<file path="src/rtl/dpec_pkg.sv">
package dpec_pkg;

  // Bus geometry
  localparam int unsigned ADDR_W = 12;
  localparam int unsigned DATA_W = 32;
  localparam int unsigned IDX_W  = ADDR_W - 2;

  // Register indexes, byte address is four times the index
  localparam logic [IDX_W-1:0] IDX_A_RISE   = 10'h040;
  localparam logic [IDX_W-1:0] IDX_A_FALL   = 10'h041;
  localparam logic [IDX_W-1:0] IDX_B_RISE   = 10'h042;
  localparam logic [IDX_W-1:0] IDX_B_FALL   = 10'h043;
  localparam logic [IDX_W-1:0] IDX_CONFIG   = 10'h044;
  localparam logic [IDX_W-1:0] IDX_FLAGS    = 10'h045;
  localparam logic [IDX_W-1:0] IDX_GLOBAL   = 10'h046;
  localparam logic [IDX_W-1:0] IDX_PENDING  = 10'h047;
  localparam logic [IDX_W-1:0] IDX_MASK     = 10'h048;
  localparam logic [IDX_W-1:0] IDX_TIMER    = 10'h049;

  // Widths
  localparam int unsigned CAP_W   = 8;
  localparam int unsigned TIMER_W = 12;
  localparam int unsigned NUM_EV  = 4;
  localparam int unsigned NUM_PIN = 2;

  // Event bit positions in flags, enables and capture array
  localparam int unsigned EV_A_RISE = 0;
  localparam int unsigned EV_A_FALL = 1;
  localparam int unsigned EV_B_RISE = 2;
  localparam int unsigned EV_B_FALL = 3;

  // Pin request bit positions in pending and mask
  localparam int unsigned PIN_A = 0;
  localparam int unsigned PIN_B = 1;

  // Prescale codes
  localparam logic [2:0] PRE_MAX = 3'h4;

  // Reset values
  localparam logic [CAP_W-1:0]   CAP_RST   = 8'h00;
  localparam logic [CAP_W-1:0]   CFG_RST   = 8'h00;
  localparam logic [NUM_EV-1:0]  FLAG_RST  = 4'h0;
  localparam logic [NUM_PIN-1:0] PIN_RST   = 2'h0;
  localparam logic [TIMER_W-1:0] TIMER_RST = 12'h000;

  // Timer tick: one microsecond at the pclk rate
  localparam int unsigned CLK_PERIOD_NS = 8;
  localparam int unsigned TICK_NS       = 1000;
  localparam int unsigned TICK_CYC      = TICK_NS / CLK_PERIOD_NS;
  localparam int unsigned TICK_W        = $clog2(TICK_CYC);
  localparam logic [TICK_W-1:0] TICK_LAST = TICK_W'(TICK_CYC - 1);

  typedef struct packed {
    logic                 hold;
    logic [2:0]           prescale;
    logic [NUM_EV-1:0]    int_en;
  } dpec_cfg_t;

  typedef struct packed {
    logic rise;
    logic fall;
  } dpec_edge_t;

  // Timer slice chosen by prescale, codes above PRE_MAX act as PRE_MAX
  function automatic logic [CAP_W-1:0] dpec_slice(
    input logic [TIMER_W-1:0] timer,
    input logic [2:0]         pre
  );
    logic [2:0]         sel;
    logic [TIMER_W-1:0] shifted;
    sel     = (pre > PRE_MAX) ? PRE_MAX : pre;
    shifted = timer >> sel;
    return shifted[CAP_W-1:0];
  endfunction : dpec_slice

endpackage : dpec_pkg

</file>
<file path="src/rtl/dpec_pin_sync.sv">
module dpec_pin_sync (
  input  wire logic                pclk,
  input  wire logic                presetn,
  input  wire logic                pin_async,
  output dpec_pkg::dpec_edge_t     edges
);
  import dpec_pkg::*;

  logic meta;
  logic samp;
  logic samp_d;
  logic level;
  logic armed;
  logic agree;
  logic [2:0] fill;

  // Marks stages that hold real pin samples
  always_ff @(posedge pclk or negedge presetn) begin
    if (!presetn) begin
      fill <= '0;
    end else begin
      fill <= {fill[1:0], 1'b1};
    end
  end

  always_ff @(posedge pclk or negedge presetn) begin
    if (!presetn) begin
      meta   <= 1'b0;
      samp   <= 1'b0;
      samp_d <= 1'b0;
    end else begin
      meta   <= pin_async;
      samp   <= meta;
      samp_d <= samp;
    end
  end

  assign agree = (samp == samp_d);

  // Settled level, first real agreement only arms
  always_ff @(posedge pclk or negedge presetn) begin
    if (!presetn) begin
      level <= 1'b0;
      armed <= 1'b0;
    end else if (agree && fill[2]) begin
      level <= samp_d;
      armed <= 1'b1;
    end
  end

  assign edges.rise = armed & agree & samp_d & ~level;
  assign edges.fall = armed & agree & ~samp_d & level;

endmodule : dpec_pin_sync

</file>
<file path="src/rtl/dpec_top.sv">
// Operation
// - Four 8-bit rise/fall captures, pins A, B
// - Matching edge loads timer slice into register
// - Capture registers read-only, zero after reset
// - Flags: 3 B fall, 2 B rise, 1 A fall, 0 A rise
// - Reading capture clears only its own flag
// - Pin A events one request, pin B another
// - Config bits 3:0 enable each event interrupt
// - Interrupt needs event and global enable
// - Hold mode keeps first edge until read
// - Default mode keeps latest edge time
// - One hold bit governs all four captures
// - Prescale 0 to 4 selects bits 7:0 to 11:4
// - Timer advances once per microsecond
// - Reset clears all interrupt enables
// - Request pends until serviced or reset
module dpec_top (
  input  wire logic                         pclk,
  input  wire logic                         presetn,
  input  wire logic                         psel,
  input  wire logic                         penable,
  input  wire logic                         pwrite,
  input  wire logic [dpec_pkg::ADDR_W-1:0]  paddr,
  input  wire logic [dpec_pkg::DATA_W-1:0]  pwdata,
  output logic      [dpec_pkg::DATA_W-1:0]  prdata,
  output logic                              pready,
  output logic                              pslverr,
  input  wire logic                         capture_pin_a,
  input  wire logic                         capture_pin_b,
  output logic                              cap_irq_a,
  output logic                              cap_irq_b,
  output logic                              irq
);
  import dpec_pkg::*;

  dpec_edge_t                     edge_a;
  dpec_edge_t                     edge_b;
  logic       [NUM_EV-1:0]        ev;
  dpec_cfg_t                      cfg;
  logic       [NUM_EV-1:0]        flags;
  logic       [CAP_W-1:0]         cap [NUM_EV];
  logic       [TIMER_W-1:0]       free_timer;
  logic       [TICK_W-1:0]        tick_cnt;
  logic                           tick;
  logic       [CAP_W-1:0]         slice;
  logic                           glob_en;
  logic       [NUM_PIN-1:0]       pending;
  logic       [NUM_PIN-1:0]       mask;
  logic       [NUM_PIN-1:0]       req;
  logic       [NUM_PIN-1:0]       irq_line;
  logic       [IDX_W-1:0]         idx;
  logic                           aligned;
  logic                           setup;
  logic                           access;
  logic                           wr_en;
  logic       [NUM_EV-1:0]        rd_clr;
  logic       [NUM_EV-1:0]        accept;
  logic       [DATA_W-1:0]        next_prdata;
  logic                           hit;

  function automatic logic dpec_mapped(input logic [IDX_W-1:0] i);
    return (i >= IDX_A_RISE) && (i <= IDX_TIMER);
  endfunction : dpec_mapped

  function automatic logic dpec_wr_to(input logic [IDX_W-1:0] i);
    return wr_en && (idx == i);
  endfunction : dpec_wr_to

  dpec_pin_sync u_sync_a (
    .pclk      (pclk),
    .presetn   (presetn),
    .pin_async (capture_pin_a),
    .edges     (edge_a)
  );

  dpec_pin_sync u_sync_b (
    .pclk      (pclk),
    .presetn   (presetn),
    .pin_async (capture_pin_b),
    .edges     (edge_b)
  );

  assign ev[EV_A_RISE] = edge_a.rise;
  assign ev[EV_A_FALL] = edge_a.fall;
  assign ev[EV_B_RISE] = edge_b.rise;
  assign ev[EV_B_FALL] = edge_b.fall;

  // microsecond tick for the free timer
  always_ff @(posedge pclk or negedge presetn) begin
    if (!presetn) begin
      tick_cnt <= '0;
    end else if (tick) begin
      tick_cnt <= '0;
    end else begin
      tick_cnt <= tick_cnt + TICK_W'(1);
    end
  end

  assign tick = (tick_cnt == TICK_LAST);

  always_ff @(posedge pclk or negedge presetn) begin
    if (!presetn) begin
      free_timer <= TIMER_RST;
    end else if (tick) begin
      free_timer <= free_timer + TIMER_W'(1);
    end
  end

  assign slice = dpec_slice(free_timer, cfg.prescale);

  // Bus decode
  assign idx     = paddr[ADDR_W-1:2];
  assign aligned = (paddr[1:0] == 2'h0);
  assign hit     = aligned && dpec_mapped(idx);
  assign setup   = psel && !penable;
  assign access  = psel && penable && pready;
  assign wr_en   = access && pwrite && hit;

  // read of a capture clears its own flag
  always_comb begin
    rd_clr = '0;
    for (int i = 0; i < NUM_EV; i++) begin
      rd_clr[i] = setup && !pwrite && aligned
                  && (idx == IDX_A_RISE + IDX_W'(i));
    end
  end

  // No wait state, answer registered in setup
  always_ff @(posedge pclk or negedge presetn) begin
    if (!presetn) begin
      pready  <= 1'b0;
      pslverr <= 1'b0;
      prdata  <= '0;
    end else begin
      pready  <= setup;
      pslverr <= setup && !hit;
      if (setup) begin
        prdata <= pwrite ? '0 : next_prdata;
      end
    end
  end

  // Read mux
  always_comb begin
    next_prdata = '0;
    if (aligned) begin
      unique case (idx)
        IDX_A_RISE:  next_prdata[CAP_W-1:0] = cap[EV_A_RISE];
        IDX_A_FALL:  next_prdata[CAP_W-1:0] = cap[EV_A_FALL];
        IDX_B_RISE:  next_prdata[CAP_W-1:0] = cap[EV_B_RISE];
        IDX_B_FALL:  next_prdata[CAP_W-1:0] = cap[EV_B_FALL];
        IDX_CONFIG:  next_prdata[CAP_W-1:0] = cfg;
        IDX_FLAGS:   next_prdata[NUM_EV-1:0] = flags;
        IDX_GLOBAL:  next_prdata[0] = glob_en;
        IDX_PENDING: next_prdata[NUM_PIN-1:0] = pending;
        IDX_MASK:    next_prdata[NUM_PIN-1:0] = mask;
        IDX_TIMER:   next_prdata[TIMER_W-1:0] = free_timer;
        default:     next_prdata = '0;
      endcase
    end
  end

  always_ff @(posedge pclk or negedge presetn) begin
    if (!presetn) begin
      cfg <= CFG_RST;
    end else if (dpec_wr_to(IDX_CONFIG)) begin
      cfg <= pwdata[CAP_W-1:0];
    end
  end

  always_ff @(posedge pclk or negedge presetn) begin
    if (!presetn) begin
      glob_en <= 1'b0;
      mask    <= PIN_RST;
    end else begin
      if (dpec_wr_to(IDX_GLOBAL)) begin
        glob_en <= pwdata[0];
      end
      if (dpec_wr_to(IDX_MASK)) begin
        mask <= pwdata[NUM_PIN-1:0];
      end
    end
  end

  // hold blocks loads while flag stands
  // single hold bit for all captures
  always_comb begin
    for (int i = 0; i < NUM_EV; i++) begin
      accept[i] = ev[i] && (!cfg.hold || !flags[i] || rd_clr[i]);
    end
  end

  // captures zero at reset, no bus write
  always_ff @(posedge pclk or negedge presetn) begin
    if (!presetn) begin
      for (int i = 0; i < NUM_EV; i++) begin
        cap[i] <= CAP_RST;
      end
    end else begin
      for (int i = 0; i < NUM_EV; i++) begin
        if (accept[i]) begin
          cap[i] <= slice;
        end
      end
    end
  end

  // edge sets its flag, set beats read clear
  always_ff @(posedge pclk or negedge presetn) begin
    if (!presetn) begin
      flags <= FLAG_RST;
    end else begin
      for (int i = 0; i < NUM_EV; i++) begin
        if (ev[i]) begin
          flags[i] <= 1'b1;
        end else if (rd_clr[i]) begin
          flags[i] <= 1'b0;
        end
      end
    end
  end

  assign req[PIN_A] = |(ev[EV_A_FALL:EV_A_RISE]
                        & cfg.int_en[EV_A_FALL:EV_A_RISE]);
  assign req[PIN_B] = |(ev[EV_B_FALL:EV_B_RISE]
                        & cfg.int_en[EV_B_FALL:EV_B_RISE]);

  always_ff @(posedge pclk or negedge presetn) begin
    if (!presetn) begin
      pending <= PIN_RST;
    end else begin
      for (int p = 0; p < NUM_PIN; p++) begin
        if (req[p]) begin
          pending[p] <= 1'b1;
        end else if (dpec_wr_to(IDX_PENDING) && pwdata[p]) begin
          pending[p] <= 1'b0;
        end
      end
    end
  end

  assign irq_line  = pending & mask & {NUM_PIN{glob_en}};
  assign cap_irq_a = irq_line[PIN_A];
  assign cap_irq_b = irq_line[PIN_B];
  assign irq       = |irq_line;
endmodule : dpec_top

</file>
<file path="config.mk">
export PLATFORM = sky130hd
export DESIGN_NAME = dpec_top
export DESIGN_NICKNAME = d
export VERILOG_FILES = /design/src/rtl/dpec_pkg.sv /design/src/rtl/dpec_pin_sync.sv /design/src/rtl/dpec_top.sv
export SDC_FILE = /design/constraint.sdc
export NUM_CORES = 1
export LEC_CHECK = 0
export ABC_AREA = 1
export BUFFER_PORTS_ARGS = -buffer_cell sky130_fd_sc_hd__buf_2
export CORE_ASPECT_RATIO = 0.75
export CORE_MARGIN = 2
export CORE_UTILIZATION = 45
export DETAILED_ROUTE_END_ITERATION = 12
export PLACE_DENSITY = 0.63
export SLEW_MARGIN = 40
export SYNTH_ARGS = -nofsm -noshare
export SYNTH_HDL_FRONTEND = slang
export SYNTH_SLANG_ARGS = --single-unit
</file>
<file path="constraint.sdc">
create_clock -name pclk -period 1.71 [get_ports pclk]
set_input_delay 0.171 -clock pclk [delete_from_list [all_inputs] [get_ports pclk]]
set_output_delay 0.171 -clock pclk [all_outputs]
set_load 0.02 [all_outputs]
</file>
==> After elaboration in Yosys (flattened, before gate mapping) <==
Cells that the tools add are included.
{ "classes": {"n_reduce_logical": 52, "bitwise": 18, "add_sub_neg": 2, "shift": 1, "magnitude_cmp": 3, "mux": 21, "n_eq_ne": 13} }
{ "ops": {"columns": ["operator", "n"], "rows": [
  ["10-bit by 7-bit equality test with 1-bit output (second input constant)", 10],
  ["32-bit two-way mux", 1],
  ["1-bit logical AND", 26],
  ["4-bit case mux with 6 select lines", 1],
  ["2-bit case mux with 7 select lines", 1],
  ["12-bit by 1-bit adder with 12-bit output (second input constant)", 1],
  ["1-bit two-way mux", 12],
  ["12-bit two-way mux", 1],
  ["2-bit nonzero test", 6],
  ["12-bit by 3-bit >> shifter with 8-bit output", 1],
  ["1-bit AND", 10],
  ["10-bit by 7-bit greater-or-equal comparator with 1-bit output (second input constant)", 1],
  ["10-bit by 7-bit <= comparator with 1-bit output (second input constant)", 1],
  ["1-bit case mux with 10 select lines", 1],
  ["1-bit case mux with 9 select lines", 1],
  ["2-bit AND", 4],
  ["1-bit logical NOT", 8],
  ["1-bit logical OR", 8],
  ["7-bit by 1-bit adder with 7-bit output (second input constant)", 1],
  ["7-bit equality test (second input constant)", 1],
  ["7-bit two-way mux", 1],
  ["2-bit OR reduction", 3],
  ["4-bit two-way mux", 1],
  ["1-bit NOT", 4],
  ["4 further kinds", 5]
]} }
{ "word_totals": {"word_cells": 142, "in_bits": 51, "output_inout_bits": 37, "reg_bits": 118} }

==> Depth between registers and ports, before layout <==
{ "logic_depth": {"word_depth": 8, "mapped_depth": 12, "depth_no_buf": 11} }

==> Modules after synthesis <==
Synthesis repeated with hierarchy kept, for this count alone.
{ "hier_totals": {"cells_unflattened": 720, "hier_area_um2": 5382.7} }
{ "modules_own_cells": {"columns": ["mod", "instances", "seq_area_each_um2", "area_per_inst_um2", "cells_each"], "rows": [
  ["dpec_top", 1, 2052.0, 4849.7, 674],
  ["dpec_pin_sync", 2, 200.2, 266.5, 23]
]} }

==> Worst setup path after synthesis <==
OpenSTA, ideal clock, no wires.
{ "synth_path": {"path_type": "reg-to-reg", "startpoint": "register cfg[5] (netlist bit)", "endpoint": "register cap[27] (netlist bit)", "stages_incl_launch_ff": 11, "arrival_ps": 1385, "required_ps": 1594, "setup_slack_ps": 209, "path_buffers": 2, "setup_time_ps": 116, "synth_period_minus_slack_ps": 1501, "path_cell_list": "dfrtp_1 buf_2 o21ai_1 nand2_2 buf_2 o21ai_0 nand2_1 nand3_1 nand2_1 nand2_1 nand2_1"} }
{ "synth_between": {"elab_chain_cells": 3} }
{ "synth_rtl": {"columns": ["item", "line_no", "rtl"], "rows": [
  ["start, declared", "dpec_top.sv:39", "dpec_cfg_t cfg;"],
  ["start signal, assigned", "dpec_top.sv:167", "cfg <= pwdata[CAP_W-1:0];"],
  ["3-bit > comparator", "dpec_pkg.sv:71", "sel = (pre > PRE_MAX) ? PRE_MAX : pre;"],
  ["3-bit two-way mux (*)", "dpec_pkg.sv:71", null],
  ["12-bit by 3-bit >> shifter with 8-bit output (*)", "dpec_pkg.sv:72", "shifted = timer >> sel;"],
  ["end signal, assigned by index", "dpec_top.sv:202", "cap[i] <= slice;"],
  ["end, declared", "dpec_top.sv:41", "logic [CAP_W-1:0] cap [NUM_EV];"]
]} }
Every way passes the cells marked *; elsewhere a longest branch is shown, timed or not.
A chain may end at the register's enable or synchronous reset.

==> Worst setup path in the final report <==
{ "layout_path": {"startpoint": "register cfg[4] (netlist bit)", "endpoint": "register cap[1] (netlist bit)"} }
Same word-level chain as after synthesis.

==> out/metrics.cfg <==
[status]
status=completed

[critical_path]
crit_fanout=27
reg2regPathDepth=9
crit_start=cfg[4]
r2r-end=cap[1]
worst_path_most_repeated_cell=o21ai_1
crit_path_start_kind=flip-flop
cp.required_ns=2.00
path_buf_inv=2
cp_top_family=compound AO/OA/AOI/OAI gates
path_cells=o21ai_1 > nand2_2 > buf_12 > nor2_1 > o21ai_1 > o21ai_1 > buf_4 > nand2_1 > nand2_1
cp_slowest_cell=dfrtp_2
cp.arrival_ns=1.92
rr_startpoint=cfg[4]
crit_path_max_incr_delay_ns=0.45
endpoint_kind=flip-flop
worstSetupPathType=flip-flop to flip-flop
cp.depth=9
crit_path_end=cap[1]
r2r_setup_slack_ns=0.08

[routing]
routedWlPerCell_um=15.3
first_pass_iters=5
antenna_left=0
vias=4816
wl_mm=14.3
drt_iter0_markers=461
viasPerCell=5.16
drcViolationCount=0

[sta]
finalCriticalPeriod_ns=1.63
slew_viol_final=0
setup-tns-final_ns=0
period_share_pct=95.2
hold_viol=0
fin_skew_ns=0.00726
grt_setup_unrepaired=false
fmax_mhz=614
finalSetupViolCount=0

[synthesis]
yosys_warnings=0
ys_seq_elements=95
async_reset_ff_share_pct=100
synth_area_sq_mm=0.00531
yosys-top-cells-count=nand2_1 (232), dfrtp_1 (95), nand3_1 (67)
synth_top_area_cell=dfrtp_1
yosysMostFrequentCell=nand2_1
yosysSeqAreaShare_pct=44.8
synth.distinct_cells=41
ys_top_cells_by_area=dfrtp_1 (45%), nand2_1 (16%), nand3_1 (6.3%)
synth_edf_count=0
synth-main-ff-cell=dfrtp_1
synth_top_area_share_pct=44.8
syn_inst=689
syn_avg_cell_area_sq_um=7.71

[pwr]
p_per_area_mw_per_mm2=763
peakVddDrop_uv=519
p_leak_nw=3.30

[finish]
num_antenna_cells=0
area_growth_pct=18.7
layout.nets=821
stdcell_count=934
drive_above_1_share_pct=19.0
fillers=1116

[grt]
grt_usage_pct=23.7
grt_pass1_wl_mm=23.1
overflow=0
antenna_found_initial=0
grt_pass1_vias=4474
grt_max_degree=60

[clocking]
clock_latency_ns=0.35
cts_setup_buffers=0
clkTransAtPathRegs_ns=0.08
root_buffer=clkbuf_16
cts_tree=built
clock_path_buffers=2
htree_levels=3
cts_buffers=9
cts_sinks=95

[placed_design]
gp_congestion=0.900
io_buffers=43
dp_hpwl_mm=10.9
dp.cells=914

[die]
fp.dieH_um=98.1
die_area_sq_mm=0.0127
rows=34
start_util_pct=45.9
core_area_sq_mm=0.0116
die_width_um=129
pin_count=88

[worst_hold_path]
holdPathStages=3
hold_path.class=input port to flip-flop
worstHoldStart=pwdata[7]

[run]
cap_viol_max_count=0

## logic make-up (layout without fill, tap and decap cells)
family                   after synthesis  count (layout)  share of synthesized area [%]
flip-flops                            95              95                           44.8
other                                  2              21                          0.141
XOR/XNOR                              12              12                           1.98
adder cells (fa/ha/maj)                3               3                          0.707
AND/OR/NAND/NOR                      409             409                           35.4
AO/OA/AOI/OAI                         61              61                           7.52
buffers and inverters                107             171                           9.47
## registers in the layout, indices dropped and copies added (netlist names), 2 cells and up
register       count
flags              4
free_timer        12
cfg                8
tick_cnt           7
cap               32
mask               2
pending            2
prdata            12
u_sync_b.fill      2
## worst register-to-register path: stages (launching register included)
cell and delay [ns]:
dfrtp_2 0.45, o21ai_1 0.16, nand2_2 0.08, buf_12 0.16, nor2_1 0.11, o21ai_1 0.10, o21ai_1 0.22, buf_4 0.17
nand2_1 0.05, nand2_1 0.06
## power by group
part | internal, mW | switching (mW) | leakage (nW)
combinational | 0.104 | 0.245 | 1.90
clock | 1.18 | 1.00 | 0.158
sequential | 2.26 | 0.0111 | 1.24
## per-layer routing
metal | GRT usage [%] | vias to the layer above | wire length [um]
li1 | - | 2333 | -
met1 | 38.0 | 2273 | 7370
met2 | 32.4 | 188 | 5720
met3 | 4.66 | 22 | 939
met4 | 6.29 | 0 | 260
met5 | 0 | - | 0
## stage by stage
stage | setup slack (ns) | utilization, % | hold slack, ns | cell area, sq um | total power, mW
4_1_cts | 0.0450 | 54.3 | 0.0481 | 6280 | 4.84
3_3_place_gp | 0.0522 | 51.2 | 0.165 | 5920 | 2.66
6_report | 0.0815 | 54.5 | 0.0558 | 6300 | 4.81
5_1_grt | 0.00449 | 54.5 | 0.0633 | 6300 | 4.98
3_5_place_dp | 0.00518 | 51.2 | 0.174 | 5920 | 2.66
2_1_floorplan | 0.209 | - | -0.125 | 5380 | 2.52
## layout by cell type, fill, tap and decap left out, types with 4 or more instances in the layout
cell,instances
nand2_1,227
dfrtp_1,94
nand3_1,67
inv_1,62
nor2_1,46
buf_2,42
buf_4,32
conb_1,21
o21ai_0,19
nand4_1,16
nand2_2,12
o21ai_1,12
nor2_4,11
xor2_1,11
o211ai_1,10
nor3_1,9
clkbuf_16,9
inv_2,7
a21oi_1,6
buf_12,6
nor2_2,5
nand3_2,4
a32o_1,4
nand2_4,4
dlygate4sd3_1,4
## worst min path at each step
stage / slack, ns / end
after floorplan: -0.12 / cap[0]
after global placement: 0.16 / free_timer[4]
after detailed placement: 0.17 / free_timer[4]
after CTS: 0.05 / cfg[7]
after global routing: 0.06 / cfg[7]
final: 0.06 / cfg[7]
## area by class of cell
class / count / area, sq um / area share, %
clock buffer: 9 / 225 / 3.57
clock inverter: 7 / 95.1 / 1.51
inverter: 71 / 268 / 4.25
multi-input combinational: 506 / 2520 / 40.0
sequential: 95 / 2380 / 37.7
tap: 162 / 203 / 3.22
timing repair buffer: 84 / 611 / 9.69
## timing repair
item                                    in CTS  in global routing
resized for setup                            0                 10
endpoints found under the hold margin       98                  0
endpoints found under the setup margin       0                 19
hold buffers                                 4                  0
No activity file was read; power rests on OpenSTA's default activity.
